File: src/verilog/gpk_map.svh
// Register offsets and reset values of the dual GPIO port block.
// Assumes a 32-bit word-addressed register map; each index is a word.
`ifndef GPK_MAP_SVH
`define GPK_MAP_SVH
// Register indices; byte address is four times the index.
`define GPK_IDX_PA_DATA 8'h00
`define GPK_IDX_PB_DATA 8'h01
`define GPK_IDX_PA_DIR 8'h04
`define GPK_IDX_PB_DIR 8'h05
`define GPK_IDX_PA_CFG 8'h20
`define GPK_IDX_PA_FLAGS 8'h24
`define GPK_IDX_IO_CFG 8'h2a
// Reset values.
`define GPK_RST_DIR8 8'h00
`define GPK_RST_DIR5 5'h00
`define GPK_RST_CFG 8'h00
`define GPK_RST_FLAGS 8'h00
// Bit of the port B data read that shows capture channel one.
`define GPK_PB_CAP1_BIT 5
`endif

File: src/verilog/gpk_pkg.sv
// Types of the dual GPIO port block.
// Assumes the offsets come from gpk_map.svh.
package gpk_pkg;
  // Port A configuration fields, bit 7 first.
  typedef struct packed {
    logic high_ref_select;
    logic upper_nibble_pullup_off;
    logic upper_nibble_edge_select;
    logic upper_nibble_irq_enable;
    logic lower_nibble_pullup_off;
    logic lower_nibble_edge_select;
    logic lower_nibble_irq_enable;
    logic low_ref_select;
  } gpk_pa_cfg_t;
  // I/O routing configuration fields, bit 7 first.
  typedef struct packed {
    logic capture_xor_enable;
    logic amp_enable;
    logic reserved5;
    logic line4_pwm_enable;
    logic line3_compare_enable;
    logic capture2_source_select;
    logic line1_compare_enable;
    logic capture1_source_select;
  } gpk_io_cfg_t;
  // Port B pin drive group.
  typedef struct packed {
    logic [4:0] out;
    logic [4:0] oe;
  } gpk_pb_drive_t;
endpackage : gpk_pkg

File: src/verilog/gpk_gpio.sv
// Dual GPIO port block: 8-line port A with keyboard flags, 5-line port B
// shared with timer capture, compare and PWM channels.
// Assumes one clock mclk, synchronous reset rst, Avalon-MM slave access.
`include "gpk_map.svh"
module gpk_gpio (
  // Clock and reset.
  input wire logic mclk,
  input wire logic rst,
  // Avalon-MM slave.
  input wire logic [9:0] avs_address,
  input wire logic avs_read,
  input wire logic avs_write,
  input wire logic [31:0] avs_writedata,
  input wire logic [3:0] avs_byteenable,
  output logic [31:0] avs_readdata,
  output logic avs_waitrequest,
  // Port A pins.
  input wire logic [7:0] pa_in,
  output logic [7:0] pa_out,
  output logic [7:0] pa_oe,
  output logic [7:0] pa_pullup_en,
  // Port B pins.
  input wire logic [4:0] pb_in,
  output logic [4:0] pb_out,
  output logic [4:0] pb_oe,
  // Port C lines 0, 2 and 4 for capture routing.
  input wire logic [2:0] pc_cap_in,
  input wire logic pc_cap1_use_line4,
  // Timer, PWM and CPU side.
  input wire logic cmp1_in,
  input wire logic cmp2_in,
  input wire logic line4_pwm_bit,
  input wire logic cpu_irq_mask,
  output logic capture_channel_one,
  output logic capture_channel_two,
  output logic kbd_irq,
  // Converter and amplifier routing.
  output logic converter_high_reference,
  output logic converter_low_reference,
  output logic amp_enable
);
  ////////////////////////////////////////////////////////////////////////
  // Registers.
  // The port data latches have no reset on purpose, so software can load them
  // before it turns a line into an output and avoid a glitch on the pin.
  // Everything that decides direction, routing or interrupts is reset.
  logic [7:0] pa_data_r;
  logic [4:0] pb_data_r;
  logic [7:0] pa_dir_r;
  logic [4:0] pb_dir_r;
  gpk_pkg::gpk_pa_cfg_t cfg_r;
  gpk_pkg::gpk_io_cfg_t io_r;
  logic [7:0] flags_r;
  logic [7:0] flags_nxt;
  logic wait_r;
  logic [31:0] rdata_r;
  logic [7:0] pa_s1_r, pa_s2_r, pa_s3_r;
  logic [4:0] pb_s1_r, pb_s2_r;
  logic [2:0] pc_s1_r, pc_s2_r;
  logic [7:0] pa_out_r, pa_oe_r, pa_pu_r;
  gpk_pkg::gpk_pb_drive_t pb_r;
  gpk_pkg::gpk_pb_drive_t pb_nxt;
  logic cap1_r, cap2_r, irq_r, href_r, lref_r, amp_r;

  ////////////////////////////////////////////////////////////////////////
  // Address decode.
  function automatic logic hit(input logic [9:0] a, input logic [7:0] idx);
    hit = (a[9:2] == idx) && (a[1:0] == 2'b00);
  endfunction : hit

  // Access completes in the cycle the slave holds waitrequest low.
  // A request is taken only while waitrequest is high, so a master that holds
  // its request over the answer cycle cannot start a second access by accident.
  // Writes without the low byte lane are dropped; every register is one byte.
  wire acc = (avs_read | avs_write) & wait_r;
  wire wr = avs_write & ~wait_r & avs_byteenable[0];
  wire [7:0] wd = avs_writedata[7:0];
  wire h_pa = hit(avs_address, `GPK_IDX_PA_DATA);
  wire h_pb = hit(avs_address, `GPK_IDX_PB_DATA);
  wire h_pad = hit(avs_address, `GPK_IDX_PA_DIR);
  wire h_pbd = hit(avs_address, `GPK_IDX_PB_DIR);
  wire h_cfg = hit(avs_address, `GPK_IDX_PA_CFG);
  wire h_flg = hit(avs_address, `GPK_IDX_PA_FLAGS);
  wire h_io = hit(avs_address, `GPK_IDX_IO_CFG);

  ////////////////////////////////////////////////////////////////////////
  // Capture routing from synchronised lines.
  // Pin sources pass the synchronisers before the selector, so a select
  // change can only swap two clean levels and never passes a metastable value.
  // The capture-two source also feeds the XOR option of capture one.
  wire cap1_src = io_r.capture1_source_select ? pb_s2_r[0] :
                  (pc_cap1_use_line4 ? pc_s2_r[2] : pc_s2_r[0]);
  wire cap2_src = io_r.capture2_source_select ? pb_s2_r[2] : pc_s2_r[1];
  wire cap1_nxt = io_r.capture_xor_enable ? (cap1_src ^ cap2_src) : cap1_src;

  // Read values: latch for outputs, pin for inputs.
  // Reading the latch for outputs keeps read-modify-write sequences from
  // copying a loaded pin level back into the latch.
  // Unmapped indices fall through to zero.
  wire [7:0] pa_rd = (pa_dir_r & pa_data_r) | (~pa_dir_r & pa_s2_r);
  wire [4:0] pb_rd = (pb_dir_r & pb_data_r) | (~pb_dir_r & pb_s2_r);
  wire [7:0] pb_rd8 = {2'b00, cap1_r, pb_rd};
  wire [7:0] rd_mux = h_pa ? pa_rd :
                      h_pb ? pb_rd8 :
                      h_pad ? pa_dir_r :
                      h_pbd ? {3'b000, pb_dir_r} :
                      h_cfg ? cfg_r :
                      h_flg ? flags_r :
                      h_io ? io_r : 8'h00;

  ////////////////////////////////////////////////////////////////////////
  // Edge detection per line on synchronised samples.
  // The third stage holds the previous synchronised level, so each pin edge
  // gives exactly one single-cycle pulse.
  // Edges that arrive while the group is disabled are dropped, not stored.
  logic [7:0] edge_set;
  genvar gi;
  generate
    for (gi = 0; gi < 8; gi++) begin : g_edge
      localparam bit UP = (gi >= 4);
      wire rise_sel = UP ? cfg_r.upper_nibble_edge_select :
                           cfg_r.lower_nibble_edge_select;
      wire en = UP ? cfg_r.upper_nibble_irq_enable :
                     cfg_r.lower_nibble_irq_enable;
      wire rise = pa_s2_r[gi] & ~pa_s3_r[gi];
      wire fall = ~pa_s2_r[gi] & pa_s3_r[gi];
      // Selected edge sets the flag only while its group is enabled.
      assign edge_set[gi] = en & (rise_sel ? rise : fall);
    end
  endgenerate

  // Write-one clears; a set in the same cycle wins.
  assign flags_nxt = (flags_r & ~((wr & h_flg) ? wd : 8'h00)) | edge_set;

  ////////////////////////////////////////////////////////////////////////
  // Pin drive and pull-up values.
  // A pull-up fighting an output driver would only waste current, so the
  // pull-up of an output line is off whatever its nibble bit says.
  // Compare and PWM sources replace only the level; direction still gates it.
  wire [1:0] pu_off = {cfg_r.upper_nibble_pullup_off, cfg_r.lower_nibble_pullup_off};
  wire [7:0] pu_nxt = ~pa_dir_r & ~{{4{pu_off[1]}}, {4{pu_off[0]}}};
  always_comb begin
    pb_nxt.out = pb_data_r;
    pb_nxt.oe = pb_dir_r;
    if (io_r.line4_pwm_enable) begin
      pb_nxt.out[4] = line4_pwm_bit;
    end
    if (io_r.line3_compare_enable) begin
      pb_nxt.out[3] = cmp2_in;
    end
    if (io_r.line1_compare_enable) begin
      pb_nxt.out[1] = cmp1_in;
    end
  end

  ////////////////////////////////////////////////////////////////////////
  // Pin synchronisers; the first stage feeds only the second.
  // These stages carry no reset: they settle within three cycles of any pin
  // level, and the flags they feed are gated by enables that reset clears.
  always_ff @(posedge mclk) begin
    pa_s1_r <= pa_in;
    pa_s2_r <= pa_s1_r;
    pa_s3_r <= pa_s2_r;
    pb_s1_r <= pb_in;
    pb_s2_r <= pb_s1_r;
    pc_s1_r <= pc_cap_in;
    pc_s2_r <= pc_s1_r;
  end

  // Bus handshake: one wait cycle, then the access completes.
  // Read data is captured in the wait cycle and stands while waitrequest is
  // low, so a master that samples on that edge sees a settled value.
  always_ff @(posedge mclk) begin
    if (rst) begin
      wait_r <= 1'b1;
      rdata_r <= 32'h0000_0000;
    end else begin
      wait_r <= ~acc;
      if (acc) begin
        rdata_r <= {24'h00_0000, rd_mux};
      end
    end
  end

  // Data latches are never reset and take every write.
  // A write reaches the latch even while the line is an input, so the
  // value is ready for the moment the direction bit turns it into an output.
  always_ff @(posedge mclk) begin
    if (wr & h_pa) begin
      pa_data_r <= wd;
    end
    if (wr & h_pb) begin
      pb_data_r <= wd[4:0];
    end
  end

  // Control registers.
  always_ff @(posedge mclk) begin
    if (rst) begin
      pa_dir_r <= `GPK_RST_DIR8;
      pb_dir_r <= `GPK_RST_DIR5;
      cfg_r <= `GPK_RST_CFG;
      io_r <= `GPK_RST_CFG;
      flags_r <= `GPK_RST_FLAGS;
    end else begin
      if (wr & h_pad) pa_dir_r <= wd;
      if (wr & h_pbd) pb_dir_r <= wd[4:0];
      if (wr & h_cfg) cfg_r <= wd;
      if (wr & h_io) io_r <= wd;
      flags_r <= flags_nxt;
    end
  end

  // Registered outputs.
  // Every pin and routing output comes from a flip-flop, so nothing outside
  // sees decode glitches; the price is one cycle of latency on each output.
  always_ff @(posedge mclk) begin
    if (rst) begin
      pa_out_r <= 8'h00;
      pa_oe_r <= 8'h00;
      pa_pu_r <= 8'h00;
      pb_r <= '0;
      cap1_r <= 1'b0;
      cap2_r <= 1'b0;
      irq_r <= 1'b0;
      href_r <= 1'b0;
      lref_r <= 1'b0;
      amp_r <= 1'b0;
    end else begin
      pa_out_r <= pa_data_r;
      pa_oe_r <= pa_dir_r;
      pa_pu_r <= pu_nxt;
      pb_r <= pb_nxt;
      cap1_r <= cap1_nxt;
      cap2_r <= cap2_src;
      irq_r <= (|flags_r) & ~cpu_irq_mask;
      href_r <= cfg_r.high_ref_select;
      lref_r <= cfg_r.low_ref_select;
      amp_r <= io_r.amp_enable;
    end
  end

  ////////////////////////////////////////////////////////////////////////
  // Output connections.
  assign avs_readdata = rdata_r;
  assign avs_waitrequest = wait_r;
  assign pa_out = pa_out_r;
  assign pa_oe = pa_oe_r;
  assign pa_pullup_en = pa_pu_r;
  assign pb_out = pb_r.out;
  assign pb_oe = pb_r.oe;
  assign capture_channel_one = cap1_r;
  assign capture_channel_two = cap2_r;
  assign kbd_irq = irq_r;
  assign converter_high_reference = href_r;
  assign converter_low_reference = lref_r;
  assign amp_enable = amp_r;
endmodule : gpk_gpio

File: config.mk
export PLATFORM = sky130hd
export DESIGN_NAME = gpk_gpio
export DESIGN_NICKNAME = d
export VERILOG_FILES = /design/src/verilog/gpk_pkg.sv /design/src/verilog/gpk_gpio.sv
export VERILOG_INCLUDE_DIRS = /design/src /design/src/verilog
export SDC_FILE = /design/constraint.sdc
export NUM_CORES = 1
export LEC_CHECK = 0
export BUFFER_PORTS_ARGS = -buffer_cell sky130_fd_sc_hd__clkbuf_2
export CAP_MARGIN = 40
export CORE_MARGIN = 2
export CORE_UTILIZATION = 35
export DETAILED_ROUTE_END_ITERATION = 16
export GPL_ROUTABILITY_DRIVEN = 0
export GPL_TIMING_DRIVEN = 0
export PLACE_DENSITY = 0.66
export SLEW_MARGIN = 20
export SYNTH_ARGS = -nofsm -noshare
export SYNTH_HDL_FRONTEND = slang
export SYNTH_SLANG_ARGS = --single-unit
File: constraint.sdc
create_clock -name mclk -period 3.6 [get_ports mclk]
set_input_delay 0.36 -clock mclk [delete_from_list [all_inputs] [get_ports mclk]]
set_output_delay 0.36 -clock mclk [all_outputs]
set_load 0.02 [all_outputs]
**Word-level counts from Yosys, hierarchy flattened**

Cells that the tools add are included.

- Input port bits: 71
- Output and inout bits: 73
- Register bits after elaboration: 139

- Reduce and logical (&&, ||, !) cells: 10
- Equality and inequality tests: 6
- Multiplexer cells: 23
- Bitwise operators: 69

Operator list:

| operator | count |
|---|---|
| two-way mux 8 bit | 8 |
| AND 1 bit | 35 |
| AND 8 bit | 4 |
| == test 8 x 6 -> 1 bit (second input constant) | 3 |
| NOT 8 bit | 3 |
| NOT 1 bit | 19 |
| == test 8 x 3 -> 1 bit (second input constant) | 2 |
| OR 8 bit | 2 |
| two-way mux 1 bit | 15 |
| AND 5 bit | 2 |
| == test 8 x 1 -> 1 bit (second input constant) | 1 |
| zero test 8 bit | 1 |
| OR reduction 8 bit | 1 |
| logical AND 1 bit | 7 |
| NOT 5 bit | 1 |
| OR 5 bit | 1 |
| zero test 2 bit | 1 |
| OR 1 bit | 1 |
| XOR 1 bit | 1 |

**Depth between registers and ports, before layout**

Gate-level depths: netlist of run 1.

- Depth in word-level cells: 9
- Gate-level depth with buffers: 6
- Depth with buffers taken out: 4

**Worst setup path after synthesis of run 1**

Ideal clock, no wire load.

- Kind: input to register
- Start: input port avs_address[9]
- End: register pa_data_r[0] (enable)
- Stages: 3
- Setup slack: 1,769 ps
- Data arrival time: 1,460 ps
- Data required time: 3,230 ps
- Cell sequence: nor4_4 > nand3_2 > nor2_1

- Longest elaborated chain between the ends: 3

Ends and longest elaborated chain:

| item | RTL line | RTL |
|---|---|---|
| start: declaration | gpk_gpio.sv:10 | `input wire logic [9:0] avs_address,` |
| zero test 8 bit | gpk_gpio.sv:68 | `hit = (a[9:2] == idx) && (a[1:0] == 2'b00);` |
| logical AND 1 bit | gpk_gpio.sv:68 |  |
| AND 1 bit | gpk_gpio.sv:189 | `if (wr & h_pa) begin` |
| end signal: assignment | gpk_gpio.sv:190 | `pa_data_r <= wd;` |
| end: declaration | gpk_gpio.sv:47 | `logic [7:0] pa_data_r;` |

No other way between the ends.
A chain may end at the register's enable or synchronous reset.

**Worst setup path after layout of run 1**

- Start: input port avs_address[9]
- End: register pb_data_r[1] (enable)

- Longest elaborated chain between the ends: 3

Ends and longest elaborated chain:

| item | RTL line | RTL |
|---|---|---|
| == test 8 x 1 -> 1 bit | gpk_gpio.sv:68 |  |
| logical AND 1 bit | gpk_gpio.sv:68 |  |
| AND 1 bit | gpk_gpio.sv:192 | `if (wr & h_pb) begin` |
| end signal: assignment | gpk_gpio.sv:193 | `pb_data_r <= wd[4:0];` |
| end: declaration | gpk_gpio.sv:48 | `logic [4:0] pb_data_r;` |

No other way between the ends.

==> results.md, run 1 <==
* Antenna violations before repair at 0
* Final Util at 44.7%
* Yosys Warn Count at 0
* Post-synth top area cell: dfxtp_1
* CTS tree: built
* Max Slew Vio Count at 0
* Largest family of logic cells by synthesized area: simple AND/OR/NAND/NOR gates
* Adder-cell share of the synthesized area at 0%
* CP Class: primary input to flip-flop
* DRT antenna net count at 0
* GRT Util Overall at 17.7%
* Post-CTS Resized at 0
* Post-synth top cells: dfxtp_1 (126), nor2_1 (47), mux2i_1 (37)
* Syn avg cell area at 10.8 sq um
* CP arrival at 2180 ps
* H-tree depth at 4
* Vias in the first global route at 3736
* Synth area leaders: dfxtp_1 (50%), edfxtp_1 (7.7%), mux2i_1 (7.3%)
* Slowest stage delay, CP at 640 ps
* Hold-fix buffers at CTS at 0
* Synth Area in Compound Gates at 9.44%
* NumNets Final at 676
* Total CTS buffers at 17
* Post-synthesis mux area share at 9.73%
* Final wirelength at 13.5 mm
* Rows at 44
* Drt wl/cell at 16.8 um
* DRC errors left at 0
* Via density at 4.79
* Worst setup SP type: primary input
* Crit path cell chain: clkbuf_2 > nor4_4 > nand4b_1 > nor2_1
* Post-Synth Simple-Gate Area at between 10% and 20%
* Pwr dens at 545 nW/um^2
* Ys async rst share at 0%
* Final Cycle Share at between 50% and 60%
* FF+latch count, synth at 139
* DP Area at 5860 sq um
* Setup violators final at 0
* HP Class: primary input to flip-flop
* Final Skew at roughly 8.2 ps
* Clock transition at path regs at roughly 60 ps
* Initial core utilization at 35.3%
* Core ar. at between 10000 and 15000 sq um
* CP endpoint kind: flip-flop
* Most frequent cell after synthesis: dfxtp_1
* Die Wd at ~120 um
* Clock latency on the worst-skew pair at 430 ps
* Die Area at 15500 sq um
* Cells after Synth at 471
* Worst Tran Pin Value at 696 ps
* Post-DP HPWL at 9.76 mm
* Ys flop type: dfxtp_1
* Peak VDD IR at ~280 uV
* Area Overhead vs Synth at 26.6%
* EDFF count, synth at 13
* WP data required at 3650 ps
* Mapped cell area at 5080 sq um
* Static leakage at 2.83 nW
* Fin Setup TNS at 0 ps
* CTS sink cnt at ~140
* Share of the synthesized area in the top cell type at 49.7%
* Largest net degree at the start of global routing at 17
* Drt first pass iters at 5
* First-pass GRT wire length at around 21 mm
* # Post-CTS Setup Buffers at 0
* Final worst path period need at 2120 ps
* Status: finished, final reports clean
* Global route overflow at 0
* Num ports at approximately 140
* Synth cell types at 52
* Fmax at 0.471 GHz
* Xor/xnor share of the synthesized area at 0.172%
* Starting DRT DRC Count at 359
* RSZ-0062 raised after global routing: false
* Final instance area at 6430 sq um
* Count of input and output buffers at 91
* Ant. Diodes at 0
* Register area share after synthesis at 57.4%
* Die Y at 124 um
* Highest-delay cell along the critical path: nor4_4
* Vias at between 3000 and 4000
* Maxcap violations at 0
* CTS root buf: clkbuf_16
* Worst Path Max Fanout at 8
* Final Hold Violating Endpoints at 0
* Layout cells sized above 1 at between 20 and 30%
* Clk buf depth at 2
* Relative slew slack at 53.6%
critical path: cells and delay by family:
family | cells | cell delay (ps)
buffers and inverters | 1 | 120
AND/OR/NAND/NOR | 3 | 1690
per-layer routing:
layer	share of wire, %	up-vias	global-route usage (%)	wire (um)
met5	0	-	0	0
met4	1.7	0	7.34	235
met3	10	22	7.09	1350
met2	43	195	26.0	5740
met1	46	1755	23.2	6140
li1	-	1871	-	-
cell usage in the layout (no fill, tap or decap), drive strengths merged, types with 3 or more instances in the layout:
| cell | count |
|---|---|
| nor2b | 25 |
| nand2 | 19 |
| conb | 24 |
| nor3 | 17 |
| nor3b | 8 |
| nor2 | 47 |
| buf | 31 |
| and3 | 4 |
| a22oi | 9 |
| clkbuf | 123 |
| o32a | 4 |
| mux2 | 11 |
| inv | 12 |
| a211oi | 3 |
| dfxtp | 126 |
| o21ai | 29 |
| nand4 | 3 |
| clkinv | 7 |
| edfxtp | 13 |
| a21oi | 11 |
| o22ai | 3 |
| nand2b | 11 |
| nor4 | 5 |
| clkinvlp | 3 |
| o221ai | 4 |
| mux2i | 37 |
sequential cells by signal, summed over array words and instances, names as in the netlist, 8 cells and up:
| name | cells |
|---|---|
| pa_pullup_en | 8 |
| pa_out | 8 |
| pa_s3_r | 8 |
| avs_readdata | 8 |
| io_r | 8 |
| pa_data_r | 8 |
| pa_s2_r | 8 |
| flags_r | 8 |
| pa_s1_r | 8 |
| pa_dir_r | 8 |
| pa_oe | 8 |
report_power, final:
group | leakage (nW) | total, mW | internal (mW) | switching, mW
clock | 0.273 | 1.68 | 1.03 | 0.650
combinational | 1.40 | 0.210 | 0.0751 | 0.134
sequential | 1.15 | 1.61 | 1.60 | 0.0166
total | 2.83 | 3.50 | 2.70 | 0.801
metrics by stage:
step	worst slack [ps]	power [mW]	hold WS (ps)	std cells
final	1480	3.50	29.7	802
after CTS	1470	3.53	14.7	802
after global placement	909	1.85	311	769
after floorplan	1770	1.77	310	494
after global routing	1310	3.62	17.3	802
after detailed placement	1010	1.85	312	770
area by class of cell:
class / count / area [sq um]
clock inverters: 12 / 124
repair buffers: 92 / 463
flip-flops and latches: 139 / 2910
plain buffers: 42 / 258
fillers: 1363 / 7940
well taps: 184 / 230
clock buffers: 20 / 447
inverters: 12 / 45.0
multi-input cells: 301 / 1950
path summary, 6_finish.rpt:
check                  startpoint      endpoint  slack [ps]  cells past startpoint
setup / recovery   avs_address[9]  pb_data_r[1]        1480                      4
hold / removal       pc_cap_in[2]    pc_s1_r[2]          30                      1
hold reg to reg        pa_s1_r[1]    pa_s2_r[1]         330                      0
setup reg to reg  avs_waitrequest    flags_r[3]        1870                      4
kinds of logic after synthesis:
group,Yosys count
muxes,48
other,1
buffers and inverters,54
xor gates and xnor gates,1
and+or+nand+nor,154
AOI/OAI and AO/OA,74
DFF,139
No activity file was read; power rests on OpenSTA's default activity.
==> run 2: changes to the inputs <==
PLACE_DENSITY = 0.69   (was 0.66)
clock period = 1.95 ns   (was 3.6 ns; I/O delays follow)
==> results.md, run 2 (synthesis results as in run 1) <==
* CP startpoint: avs_address[9]
* CP top delay family: simple AND/OR/NAND/NOR gates
* Commonest non-fill, non-tap cell in the layout: dfxtp_1
* Final wirelength at 13.4 mm (-0.57%)
* RSZ-0062 raised after global routing: false
* Worst Path Max Fanout at 8 (unchanged)
* Final Skew at 5.93 ps (-2.23 ps)
* Die Area at 15500 sq um (unchanged)
* Worst Tran Pin Value at 698 ps (+1.92 ps)
* Max Slew Vio Count at 0 (unchanged)
* R2r startpoint: avs_waitrequest
* CTS root buf: clkbuf_16
* Core ar. at 14400 sq um (unchanged)
* HP Class: primary input to flip-flop
* Initial core utilization at 35.3% (unchanged)
* Met2 WL post-DR at 5.99 mm (+4.4%)
* WHS at 55.8 ps (+26.1 ps)
* Seq. cell area at 2910 sq um (unchanged)
* Final Util at 46.2% (+1.5 points)
* Footprint of the multi-input gates at 1950 sq um (+0.26%)
* Metal3 WL at 1.27 mm (-6.1%)
* CTS sink cnt at 139 (unchanged)
* Setup violators final at 0 (unchanged)
* Most frequent cells in the layout: dfxtp_1 (126), clkbuf_2 (91), nor2_1 (45)
* Slowest stage delay, CP at 640 ps (about the same)
* Area Overhead vs Synth at 30.7%
* Rows at 44 (unchanged)
* Clk buf depth at 2 (unchanged)
* Critical Path Stages at 4 (unchanged)
* Fillcell total at 1347 (-1.2%)
* Routed length on met1 at 5.82 mm (-5.2%)
* DRT antenna net count at 0 (unchanged)
* Clock latency on the worst-skew pair at 410 ps (-20 ps)
* Worst setup SP type: primary input
* Fin Setup TNS at 0 ps (unchanged)
* Final Cycle Share at 93.1%
* Die Y at 124 um (unchanged)
* Starting DRT DRC Count at 335 (-6.7%)
* GRT Util Overall at 17.5% (-0.20 points)
* Layout cells sized above 1 at 28.1% (-0.080 points)
* Highest-delay cell along the critical path: nor4_4
* RR Endpoint: avs_readdata[5]
* Count of input and output buffers at 91 (unchanged)
* Static leakage at 2.92 nW (+3.1%)
* Crit path cell chain: clkbuf_2 > nor4_4 > nand4b_1 > nor2_2
* DRC errors left at 0 (unchanged)
* Worst path bufs/invs at 1 (unchanged)
* Power consumption at 6.58 mW (+88%)
* Total CTS buffers at 17 (unchanged)
* Reg2reg path depth at 4 (unchanged)
* Drt first pass iters at 5 (unchanged)
* Global route overflow at 0 (unchanged)
* NumNets Final at 692 (+2.4%)
* Peak VDD IR at 495 uV (+76%)
* Num ports at 144 (unchanged)
* H-tree depth at 4 (unchanged)
* Top sig layer: met4
* # Post-CTS Setup Buffers at 0 (unchanged)
* Pwr dens at 992 nW/um^2 (+82%)
* Vias in the first global route at 3888 (+4.1%)
* CP endpoint kind: flip-flop
* Fmax at 0.551 GHz
* WP data required at 2030 ps (-1620 ps)
* Maxcap violations at 0 (unchanged)
* First-pass GRT wire length at 20.9 mm (+0.66%)
* CP arrival at 1890 ps (-290 ps)
* Hold Crit Depth at 1 (unchanged)
* Via density at 4.83 (+0.85%)
* Final worst path period need at approximately 1800 ps
* Ant. Diodes at 0 (unchanged)
* Largest net degree at the start of global routing at 17 (unchanged)
* Post-DP HPWL at 9.77 mm (+0.12%)
* Antenna violations before repair at 0 (unchanged)
* Final Hold Violating Endpoints at 0 (unchanged)
* R2R Setup Slk at 290 ps (-1580 ps)
* Relative slew slack at 53.5% (-0.13 points)
* Clock transition at path regs at 60 ps (about the same)
* CTS tree: built
* Drt wl/cell at 16.4 um (-2.5%)
* Die Wd at 124 um (unchanged)
* Worst setup path end: pb_data_r[3]
* Status: finished, final reports clean
* Vias at 3953 (+2.9%)
* CP Class: primary input to flip-flop
[run 2: report_power, final]
part | total [mW] | switching (mW) | internal [mW]
Sequential | 2.98 | 0.0320 | 2.95
Clock | 3.19 | 1.22 | 1.97
Combinational | 0.415 | 0.255 | 0.160
Total | 6.58 | 1.50 | 5.08
[run 2: timing repair]
action / CTS / global route
resized for setup: 1 / 1
endpoints found under the hold margin: 17 / 0
setup endpoints to repair: 8 / 5
hold buffers: 17 / 0
pin swaps: 0 / 0
[run 2: how the worst min path moves through the flow]
stage	startpoint	to	slack (ps)
5_1_grt	avs_writedata[7]	pa_data_r[7]	50
3_5_place_dp	pb_in[0]	pb_s1_r[0]	300
4_1_cts	avs_writedata[7]	pa_data_r[7]	30
2_1_floorplan	pa_in[0]	pa_s1_r[0]	220
6_report	avs_writedata[7]	pa_data_r[7]	60
3_3_place_gp	pc_cap_in[0]	pc_s1_r[0]	300
[run 2: layout make-up]
type | instances | share of cell area (%)
Buffer | 42 | 3.88
Multi-Input combinational cell | 301 | 29.4
Clock buffer | 22 | 8.12
Timing Repair Buffer | 108 | 9.43
Sequential cell | 139 | 43.9
Inverter | 12 | 0.679
Tap cell | 184 | 3.47
Clock inverter | 10 | 1.11
[run 2: stage by stage]
step,std cells,area [sq um],setup WS [ps]
floorplan,494,5160,284
global placement,769,5850,-437
detailed placement,769,5850,-518
CTS,818,6640,55.8
global route,818,6640,12.1
finish,818,6640,135
[run 2: routing by layer]
| metal | up-vias | GRT usage [%] |
|---|---|---|
| met2 | 214 | 26.8 |
| li1 | 1897 | - |
| met1 | 1811 | 22.9 |
| met3 | 31 | 6.10 |
| met5 | - | 0 |
| met4 | 0 | 6.81 |
